[config.mk]
export PLATFORM = sky130hd
export DESIGN_NAME = lipr_regulator
export DESIGN_NICKNAME = d
export VERILOG_FILES = /design/src/rtl/lipr_pkg.sv /design/src/rtl/lipr_regulator.sv
export SDC_FILE = /design/constraint.sdc
export NUM_CORES = 1
export LEC_CHECK = 0
export ABC_CLOCK_PERIOD_IN_PS = 5350
export BUFFER_PORTS_ARGS = -buffer_cell sky130_fd_sc_hd__clkbuf_2
export CAP_MARGIN = 20
export CORE_MARGIN = 2
export CORE_UTILIZATION = 40
export DETAILED_ROUTE_END_ITERATION = 16
export PLACE_DENSITY = 0.61
export SLEW_MARGIN = 5
export SYNTH_ARGS = -nofsm -noshare
export SYNTH_HDL_FRONTEND = slang
export SYNTH_SLANG_ARGS = --single-unit
[constraint.sdc]
create_clock -name clock -period 5.35 [get_ports clock]
set_input_delay 1.07 -clock clock [delete_from_list [all_inputs] [get_ports clock]]
set_output_delay 1.07 -clock clock [all_outputs]
set_load 0.05 [all_outputs]
[src/rtl/lipr_pkg.sv]
// Constants and types for the light intensity PWM regulator
package lipr_pkg;

  // Register bus geometry
  localparam int ADDR_W = 8;
  localparam int DATA_W = 32;

  // Register byte addresses
  localparam logic [ADDR_W-1:0] OFS_LIGHT_SOURCE_CONFIG = 8'h00;
  localparam logic [ADDR_W-1:0] OFS_INITIAL_DUTY_VALUE  = 8'h04;
  localparam logic [ADDR_W-1:0] OFS_AMP_LOWER_LIMIT     = 8'h08;
  localparam logic [ADDR_W-1:0] OFS_AMP_UPPER_LIMIT     = 8'h0C;
  localparam logic [ADDR_W-1:0] OFS_STATUS              = 8'h10;

  // Field positions in light_source_config
  localparam int CFG_EN_BIT    = 0;
  localparam int CFG_AUTO_BIT  = 1;
  localparam int CFG_ODRAIN_BIT = 2;
  localparam int CFG_POL_BIT   = 3;
  localparam int CFG_FREQ_LSB  = 4;
  localparam int CFG_BUF_LSB   = 8;

  // Field widths
  localparam int FREQ_W = 2;
  localparam int BUF_W  = 3;
  localparam int DUTY_W = 8;
  localparam int AMP_W  = 8;
  localparam int CMP_W  = 10;

  // Field positions in status
  localparam int STS_DUTY_LSB = 0;
  localparam int STS_ACT_BIT  = 8;
  localparam int STS_MODE_BIT = 9;
  localparam int STS_LED_BIT  = 10;

  // Reset values
  localparam logic [DUTY_W-1:0] INIT_DUTY_RST = 8'h80;
  localparam logic [AMP_W-1:0]  AMP_LO_RST    = 8'h87;
  localparam logic [AMP_W-1:0]  AMP_HI_RST    = 8'hA5;
  localparam logic [FREQ_W-1:0] FREQ_RST      = 2'h3;
  localparam logic [BUF_W-1:0]  BUF_RST       = 3'h0;
  localparam logic              POL_RST       = 1'b1;

  // Duty limits and buffer code 0 substitute
  localparam logic [DUTY_W-1:0] DUTY_MIN  = 8'h00;
  localparam logic [DUTY_W-1:0] DUTY_MAX  = 8'hFF;
  localparam logic [CMP_W-1:0]  BUF_ZERO_EFF = 10'h008;

  // Timing: regulation rate and clock
  localparam int CLOCK_HZ    = 200_000_000;
  localparam int REG_RATE_HZ = 500;
  localparam int TICK_CYCLES = CLOCK_HZ / REG_RATE_HZ;
  localparam int TICK_W      = 20;

  // PWM prescaler: code 3 divides the clock by 8, each lower code doubles it
  localparam int PRE_W = 7;
  localparam logic [PRE_W-1:0] PRE_BASE = 7'h08;
  localparam logic [FREQ_W-1:0] FREQ_TOP = 2'h3;

  // Regulator state, one-hot
  typedef enum logic [1:0] {
    ST_HOLD     = 2'b01,
    ST_REGULATE = 2'b10
  } lipr_state_t;

endpackage

[src/rtl/lipr_regulator.sv]
// Light source intensity regulator with PWM output and register port
//
// Notes on behaviour
// - Regulation runs only in serial configuration mode, driven by the amplitude.
// - Pin driven only when output enabled; duty stepped only with automatic mode.
// - Before regulation, the duty is loaded from the initial duty value.
// - On-time ratio equals duty divided by 256.
// - While regulating, duty moves by at most one step per 500 Hz tick.
// - Band is centred between limits, width upper minus lower minus twice buffer.
// - Buffer code 0 acts as a buffer of 8 counts.
// - Output type 1 gives open-drain, 0 gives push-pull.
// - Output polarity is selectable for direct LED or transistor drive.
// - Frequency code selects PWM rate; code 3 gives 97.6 kHz.
// - Lower and upper limits are the amplitude monitor limits.
//
// Added by the designer: strobed register access and the register addresses.
`timescale 1ns/1ps
`default_nettype none

module lipr_regulator
  import lipr_pkg::*;
#(
  parameter int TICK_PERIOD = TICK_CYCLES
)
(
  input  wire logic                          clock,
  input  wire logic                          rst_b,
  input  wire logic [lipr_pkg::ADDR_W-1:0]   reg_addr,
  input  wire logic [lipr_pkg::DATA_W-1:0]   reg_wdata,
  input  wire logic                          reg_wr,
  input  wire logic                          reg_rd,
  output logic      [lipr_pkg::DATA_W-1:0]   reg_rdata,
  input  wire logic                          serial_config_mode,
  input  wire logic [lipr_pkg::AMP_W-1:0]    sincos_amplitude,
  output logic                               led_out,
  output logic                               led_oe,
  output logic      [lipr_pkg::DUTY_W-1:0]   duty_value
);
  import lipr_pkg::*;

  // Last count of the regulation tick; the parameter lets a test shorten it
  localparam logic [TICK_W-1:0] TICK_LAST = TICK_W'(TICK_PERIOD - 1);

  // Whole module state
  // One struct keeps reset, next-state and register in step
  typedef struct packed {
    logic                light_output_enable;
    logic                automatic_intensity_enable;
    logic                output_type_select;
    logic                output_polarity;
    logic [FREQ_W-1:0]   pwm_frequency_select;
    logic [BUF_W-1:0]    hysteresis_buffer_zone;
    logic [DUTY_W-1:0]   initial_duty_value;
    logic [AMP_W-1:0]    amplitude_lower_limit;
    logic [AMP_W-1:0]    amplitude_upper_limit;
    logic [2:0]          mode_sync;
    logic                mode;
    lipr_state_t         state;
    logic [DUTY_W-1:0]   duty;
    logic [TICK_W-1:0]   tick_cnt;
    logic [PRE_W-1:0]    pre_cnt;
    logic [DUTY_W-1:0]   phase;
    logic                led_out;
    logic                led_oe;
    logic [DATA_W-1:0]   rdata;
  } lipr_regs_t;

  lipr_regs_t r_q;
  lipr_regs_t r_d;

  // Combinational helpers
  // Band compare, tick and PWM level are plain decode of the state and the amplitude input
  logic [CMP_W-1:0]   buf_eff;
  logic [CMP_W-1:0]   low_thr;
  logic [CMP_W-1:0]   high_thr;
  logic [CMP_W-1:0]   amp_ext;
  logic               below_band;
  logic               above_band;
  logic               active;
  logic               tick;
  logic [PRE_W-1:0]   pre_last;
  logic               pwm_on;
  logic               level;
  logic [DATA_W-1:0]  cfg_word;
  logic [DATA_W-1:0]  sts_word;

  // Band thresholds in 10 bits so the sums cannot overflow the 8-bit limits
  // Lower edge is lower limit plus buffer, upper edge is upper limit minus buffer
  // Buffer code 0 stands for 8 counts, every other code for itself
  // The subtraction wraps if software sets the buffer above the upper limit; the upper edge then lies above any amplitude, so duty never steps down
  // Amplitude is on this clock already, so it is used without a synchroniser
  always_comb
  begin
    buf_eff = (r_q.hysteresis_buffer_zone == BUF_W'(0))
              ? BUF_ZERO_EFF
              : CMP_W'(r_q.hysteresis_buffer_zone);
    low_thr  = CMP_W'(r_q.amplitude_lower_limit) + buf_eff;
    high_thr = CMP_W'(r_q.amplitude_upper_limit) - buf_eff;
    amp_ext  = CMP_W'(sincos_amplitude);
    below_band = amp_ext < low_thr;
    above_band = amp_ext > high_thr;
  end

  // Regulation is live only with all three conditions
  // Mode is the synchronised copy, so entry lags the pin by three or four cycles
  assign active = r_q.mode && r_q.light_output_enable
                  && r_q.automatic_intensity_enable;

  // Tick is free running from reset, so the first step after entering
  // regulation lands anywhere up to one full tick period later
  assign tick = (r_q.tick_cnt == TICK_LAST);

  // Prescale terminal count halves per frequency code step
  assign pre_last = PRE_W'((PRE_BASE << (FREQ_TOP - r_q.pwm_frequency_select)) - 1);

  // High for duty out of 256 phase counts
  // Duty 255 is the brightest setting: the pin is never on for all 256 counts
  assign pwm_on = (r_q.phase < r_q.duty);

  // Active level follows the polarity bit
  assign level = r_q.output_polarity ? pwm_on : !pwm_on;

  // Read views
  always_comb
  begin
    cfg_word = '0;
    cfg_word[CFG_EN_BIT]     = r_q.light_output_enable;
    cfg_word[CFG_AUTO_BIT]   = r_q.automatic_intensity_enable;
    cfg_word[CFG_ODRAIN_BIT] = r_q.output_type_select;
    cfg_word[CFG_POL_BIT]    = r_q.output_polarity;
    cfg_word[CFG_FREQ_LSB +: FREQ_W] = r_q.pwm_frequency_select;
    cfg_word[CFG_BUF_LSB +: BUF_W]   = r_q.hysteresis_buffer_zone;
    sts_word = '0;
    sts_word[STS_DUTY_LSB +: DUTY_W] = r_q.duty;
    sts_word[STS_ACT_BIT]  = (r_q.state == ST_REGULATE);
    sts_word[STS_MODE_BIT] = r_q.mode;
    sts_word[STS_LED_BIT]  = r_q.led_out;
  end

  // Next state of everything
  // Every field defaults to its current value, so unlisted fields hold
  always_comb
  begin
    r_d = r_q;

    // Register writes
    if (reg_wr)
    begin
      case (reg_addr)
        OFS_LIGHT_SOURCE_CONFIG:
        begin
          r_d.light_output_enable        = reg_wdata[CFG_EN_BIT];
          r_d.automatic_intensity_enable = reg_wdata[CFG_AUTO_BIT];
          r_d.output_type_select         = reg_wdata[CFG_ODRAIN_BIT];
          r_d.output_polarity            = reg_wdata[CFG_POL_BIT];
          r_d.pwm_frequency_select       = reg_wdata[CFG_FREQ_LSB +: FREQ_W];
          r_d.hysteresis_buffer_zone     = reg_wdata[CFG_BUF_LSB +: BUF_W];
        end
        OFS_INITIAL_DUTY_VALUE: r_d.initial_duty_value    = reg_wdata[DUTY_W-1:0];
        OFS_AMP_LOWER_LIMIT:    r_d.amplitude_lower_limit = reg_wdata[AMP_W-1:0];
        OFS_AMP_UPPER_LIMIT:    r_d.amplitude_upper_limit = reg_wdata[AMP_W-1:0];
        default: ;
      endcase
    end

    // Read data stands only in the cycle after the strobe
    r_d.rdata = '0;
    if (reg_rd)
    begin
      case (reg_addr)
        OFS_LIGHT_SOURCE_CONFIG: r_d.rdata = cfg_word;
        OFS_INITIAL_DUTY_VALUE:  r_d.rdata = DATA_W'(r_q.initial_duty_value);
        OFS_AMP_LOWER_LIMIT:     r_d.rdata = DATA_W'(r_q.amplitude_lower_limit);
        OFS_AMP_UPPER_LIMIT:     r_d.rdata = DATA_W'(r_q.amplitude_upper_limit);
        OFS_STATUS:              r_d.rdata = sts_word;
        default:                 r_d.rdata = '0;
      endcase
    end

    // Mode pin: three stages, a change counts once the last two agree
    // First stage may go metastable; only the shift reads it
    // The agree test also rejects a one-cycle glitch on the pin
    r_d.mode_sync = {r_q.mode_sync[1:0], serial_config_mode};
    if (r_q.mode_sync[2] == r_q.mode_sync[1])
    begin
      r_d.mode = r_q.mode_sync[2];
    end

    // Free running 500 Hz tick counter
    // Default period gives one tick every two milliseconds
    r_d.tick_cnt = tick ? '0 : r_q.tick_cnt + TICK_W'(1);

    // Regulator state machine
    // Leaving regulation reloads the start duty, so the learned value is lost
    case (r_q.state)
      ST_HOLD:
      begin
        // Track the start value so regulation begins from it
        r_d.duty = r_q.initial_duty_value;
        if (active)
        begin
          r_d.state = ST_REGULATE;
        end
      end
      ST_REGULATE:
      begin
        if (!active)
        begin
          r_d.state = ST_HOLD;
        end
        else if (tick)
        begin
          // One step per tick, clamped at the ends
          if (below_band && r_q.duty != DUTY_MAX)
          begin
            r_d.duty = r_q.duty + DUTY_W'(1);
          end
          else if (above_band && r_q.duty != DUTY_MIN)
          begin
            r_d.duty = r_q.duty - DUTY_W'(1);
          end
        end
      end
      default:
      begin
        r_d.state = ST_HOLD;
      end
    endcase

    // PWM timebase: prescaler then 256 phase steps
    // The greater-or-equal test recovers at once when a faster code cuts the count
    // Prescale doubles per lower code, so code 3 gives 2048 clocks a period
    if (r_q.pre_cnt >= pre_last)
    begin
      r_d.pre_cnt = '0;
      r_d.phase   = r_q.phase + DUTY_W'(1);
    end
    else
    begin
      r_d.pre_cnt = r_q.pre_cnt + PRE_W'(1);
    end

    // Pin drive; open-drain only ever pulls low
    // Open-drain releases the pin for the high level and lets the pull-up lift it
    // Disabled output releases the pin entirely and holds the data bit low
    if (!r_q.light_output_enable)
    begin
      r_d.led_out = 1'b0;
      r_d.led_oe  = 1'b0;
    end
    else if (r_q.output_type_select)
    begin
      r_d.led_out = 1'b0;
      r_d.led_oe  = !level;
    end
    else
    begin
      r_d.led_out = level;
      r_d.led_oe  = 1'b1;
    end
  end

  // State register with synchronous reset
  // Reset values match the read view of an untouched block
  always_ff @(posedge clock)
  begin
    if (!rst_b)
    begin
      r_q.light_output_enable        <= 1'b0;
      r_q.automatic_intensity_enable <= 1'b0;
      r_q.output_type_select         <= 1'b0;
      r_q.output_polarity            <= POL_RST;
      r_q.pwm_frequency_select       <= FREQ_RST;
      r_q.hysteresis_buffer_zone     <= BUF_RST;
      r_q.initial_duty_value         <= INIT_DUTY_RST;
      r_q.amplitude_lower_limit      <= AMP_LO_RST;
      r_q.amplitude_upper_limit      <= AMP_HI_RST;
      r_q.mode_sync                  <= '0;
      r_q.mode                       <= 1'b0;
      r_q.state                      <= ST_HOLD;
      r_q.duty                       <= INIT_DUTY_RST;
      r_q.tick_cnt                   <= '0;
      r_q.pre_cnt                    <= '0;
      r_q.phase                      <= '0;
      r_q.led_out                    <= 1'b0;
      r_q.led_oe                     <= 1'b0;
      r_q.rdata                      <= '0;
    end
    else
    begin
      r_q <= r_d;
    end
  end

  // Outputs straight from flops, so the pin sees no combinational glitch
  // Duty is exported for monitoring beside the status read
  assign reg_rdata  = r_q.rdata;
  assign led_out    = r_q.led_out;
  assign led_oe     = r_q.led_oe;
  assign duty_value = r_q.duty;

endmodule

`default_nettype wire

==> results_dict.tcl <==
set metrics [dict create \
    status "complete, no violations" \
    port_buffers 52 \
    ys_ff_latch 95 \
    areaGrowthSynthToFinish_pct 8.789 \
    critPathMaxFanout 10 \
    max_freq_mhz 209.0 \
    period_minus_slack_ps 4786 \
    synth_top_cell_by_area "dfxtp_1" \
    muxShareOfSynthArea_pct 2.668 \
    cellPowerDensity_nw_per_um2 250.4 \
    crit_path_end_kind "flip-flop" \
    required_ps 5620 \
    synth.distinct_cells 59 \
    timing.reg2reg.setup_slack_ps 560 \
    drc_errors 0 \
    synth-compound-area-share_pct 14.42 \
    finalWeightedCongestion 0.8668 \
    worstMarginPinSlew_ps 844.7 \
    wl_per_cell_microns 15.34 \
    grtUsageTotal_pct 19.09 \
    yosys.area_share.simple_pct 20.99 \
    slowest_delay_ps 730 \
    place_ws_ps 613.8 \
    switching_share_pct 23.39 \
    synth_area_sq_um 5580 \
    crit_slowest_cell "o31ai_2" \
    hp-class "reg -> reg" \
    hold_slack_ps 433.2 \
    io_pins 95 \
    root_buffer "clkbuf_16" \
    fin_util_pct 44.08 \
    crit_family "compound AO/OA/AOI/OAI gates" \
    grt_setup_unrepaired "no" \
    tritoncts "built" \
    clock_latency_ps 350 \
    cts_hold_buf 0 \
    final.setup.worst_slack_ps 564.3 \
    syn_inst 665 \
    internal_power_mw 1.164 \
    slew_viol_final 0 \
    ant_nets 0 \
    worstSetupPathType "reg -> reg" \
    dieArea_sq_um 14910 \
    final_cells 870 \
    setup_tns_ps 0 \
    power_frac_clock_pct 45.6 \
    antenna_found_initial 0 \
    synth-edff-count 0 \
    synth-main-ff-cell "dfxtp_1" \
    max-cap-violations 0 \
    synth_adder_area_share_pct 11.17 \
    numCtsBuffers 9 \
    rows 43 \
    vias 4604 \
    leakagePower_nw 2.469 \
    clkSinkCount 95 \
    yosys.area.top_type_share_pct 34.08 \
    initial_utilization_pct 40.52 \
    crit_buf_inv 1 \
    drt-initial-drc-count 334 \
    grt_pass1_vias 4446 \
    power_frac_seq_pct 47.3 \
    setup_violations 0 \
    synth_xor_area_share_pct 7.309 \
    post_cts.repair.setup_buffers 0 \
    finalNetCount 787 \
    relSlewSlack_pct 43.35 \
    grt_pass1_wl_microns 21940 \
    async_reset_ff_share_pct 0 \
    core-area_sq_um 13770 \
    p_switching_mw 0.3555 \
    place_hpwl_microns 10170 \
    crit_top_cell "ha_1" \
    drtPass1Iterations 4 \
    yosys-top-cells-count "dfxtp_1 (95), nand2_1 (95), a21oi_1 (53)" \
    cts_resized 0 \
    synthTopCellsByArea "dfxtp_1 (34%), ha_1 (10%), nand2_1 (6.4%), buf_4 (5.4%), a21oi_1 (4.8%)" \
    antenna_cells 0 \
    place_inst 855 \
    fin_worst_skew_ps 5.373 \
    final_layout_size_suffix_gt1_share_pct 12.75 \
    arrival_ps 5050 \
    via_per_inst 5.292 \
    clk_pin_slew_worst_paths_ps 60 \
    irDropWorstVdd_v 0.0001268 \
    die_w_microns 122.1 \
    cp_cell_sequence "or3_1, inv_1, ha_1, or2_1, o31a_1, and3_1, xnor2_1, ha_1, o21a_1, o21ai_0, o31ai_2, ha_1, a21o_1, a21oi_1, o21bai_1, a21oi_1, xnor2_1, mux2i_1, a211oi_2" \
    grt_max_degree 26 \
    grt_overflow_total 0 \
    fp.dieH_microns 122.1 \
    clock_path_buffers 2 \
    synth_top_family_by_area "simple AND/OR/NAND/NOR gates" \
    yosysSeqAreaShare_pct 34.08 \
    avgSynthCellArea_sq_um 8.392 \
    fin_crit_sh_pct 89.45 \
    cts_max_level 3 \
    p_comb_share_pct 7.1 \
    finalHoldViolCount 0 \
    startpoint_type "flip-flop" \
    yosysWarnings 0 \
    drt_wl_total_microns 13350 \
]
-- registers in the layout, indices dropped and copies added, names as in the netlist --
name,cells
r_d,2
cfg_word,9
r_q,63
reg_rdata,11
led_oe,1
duty_value,8
led_out,1
-- final cells by class --
class                      count  area [sq um]
multi-input combinational    496          3234
sequential                    95          1902
fill                        1406          7702
clock buffer                  11         242.7
tap                          180         225.2
timing repair buffer          54         275.3
clock inverter                 4         78.83
inverter                      30         112.6
-- stage by stage --
stage / instance area (sq um) / power [mW]
detailed placement: 5749 / 0.8415
CTS: 6071 / 1.538
finish: 6071 / 1.520
global placement: 5749 / 0.8386
global route: 6071 / 1.571
floorplan: 5655 / 0.8208
-- cell usage in the layout (no fill, tap or decap), types with 7 or more instances in the layout --
cell and n:
a21o_1 11, a21oi_1 53, and2_1 8, and3_1 9, clkbuf_16 9, clkbuf_2 52
conb_1 21, dfxtp_1 95, ha_1 45, inv_1 30, mux2_2 7, mux2i_1 7
nand2_1 95, nand3_1 34, nand4_1 12, nor2_1 47, o21ai_0 11, or3_1 8
xnor2_1 20, xor2_1 24
-- routing by layer --
layer | track usage (%) | vias up | routed length [microns]
met3 | 4.073 | 22 | 760
li1 | - | 2296 | -
met2 | 32.89 | 147 | 6394
met5 | 0 | - | 0
met4 | 7.759 | 0 | 337
met1 | 23.06 | 2139 | 5853
-- worst register-to-register path: stages, from the launching register on --
cell and delay (ps):
dfxtp_1 370, or3_1 430, inv_1 80, ha_1 250, or2_1 230, o31a_1 130
and3_1 200, xnor2_1 130, ha_1 280, o21a_1 100, o21ai_0 150, o31ai_2 730
ha_1 420, a21o_1 200, a21oi_1 220, o21bai_1 100, a21oi_1 180, xnor2_1 160
mux2i_1 110, a211oi_2 230
-- kinds of logic after synthesis --
kind of cell             after synthesis
AO/OA/AOI/OAI                        120
buffers and inverters                 94
AND/OR/NAND/NOR                      248
other                                  1
adder cells (fa/ha/maj)               48
XOR/XNOR                              45
multiplexers                          14
flip-flops                            95
-- worst paths after layout --
| check | startpoint | end | depth (start not counted) |
|---|---|---|---|
| worst max-delay path | cfg_word[8] | duty_value[6] | 19 |
| worst min-delay path | r_d[81] | r_d[82] | 1 |
| worst max register to register | cfg_word[8] | duty_value[6] | 19 |
| worst min register to register | r_d[81] | r_d[82] | 1 |
-- power groups by stage --
stage               clock network (mW)  logic (mW)  registers [mW]
finish                           0.694       0.108           0.718
CTS                              0.713       0.108           0.718
global route                     0.734       0.119           0.719
global placement                     0       0.105           0.734
floorplan                            0      0.0879           0.733
detailed placement                   0       0.107           0.734
Power figures use the tool's default switching activity.
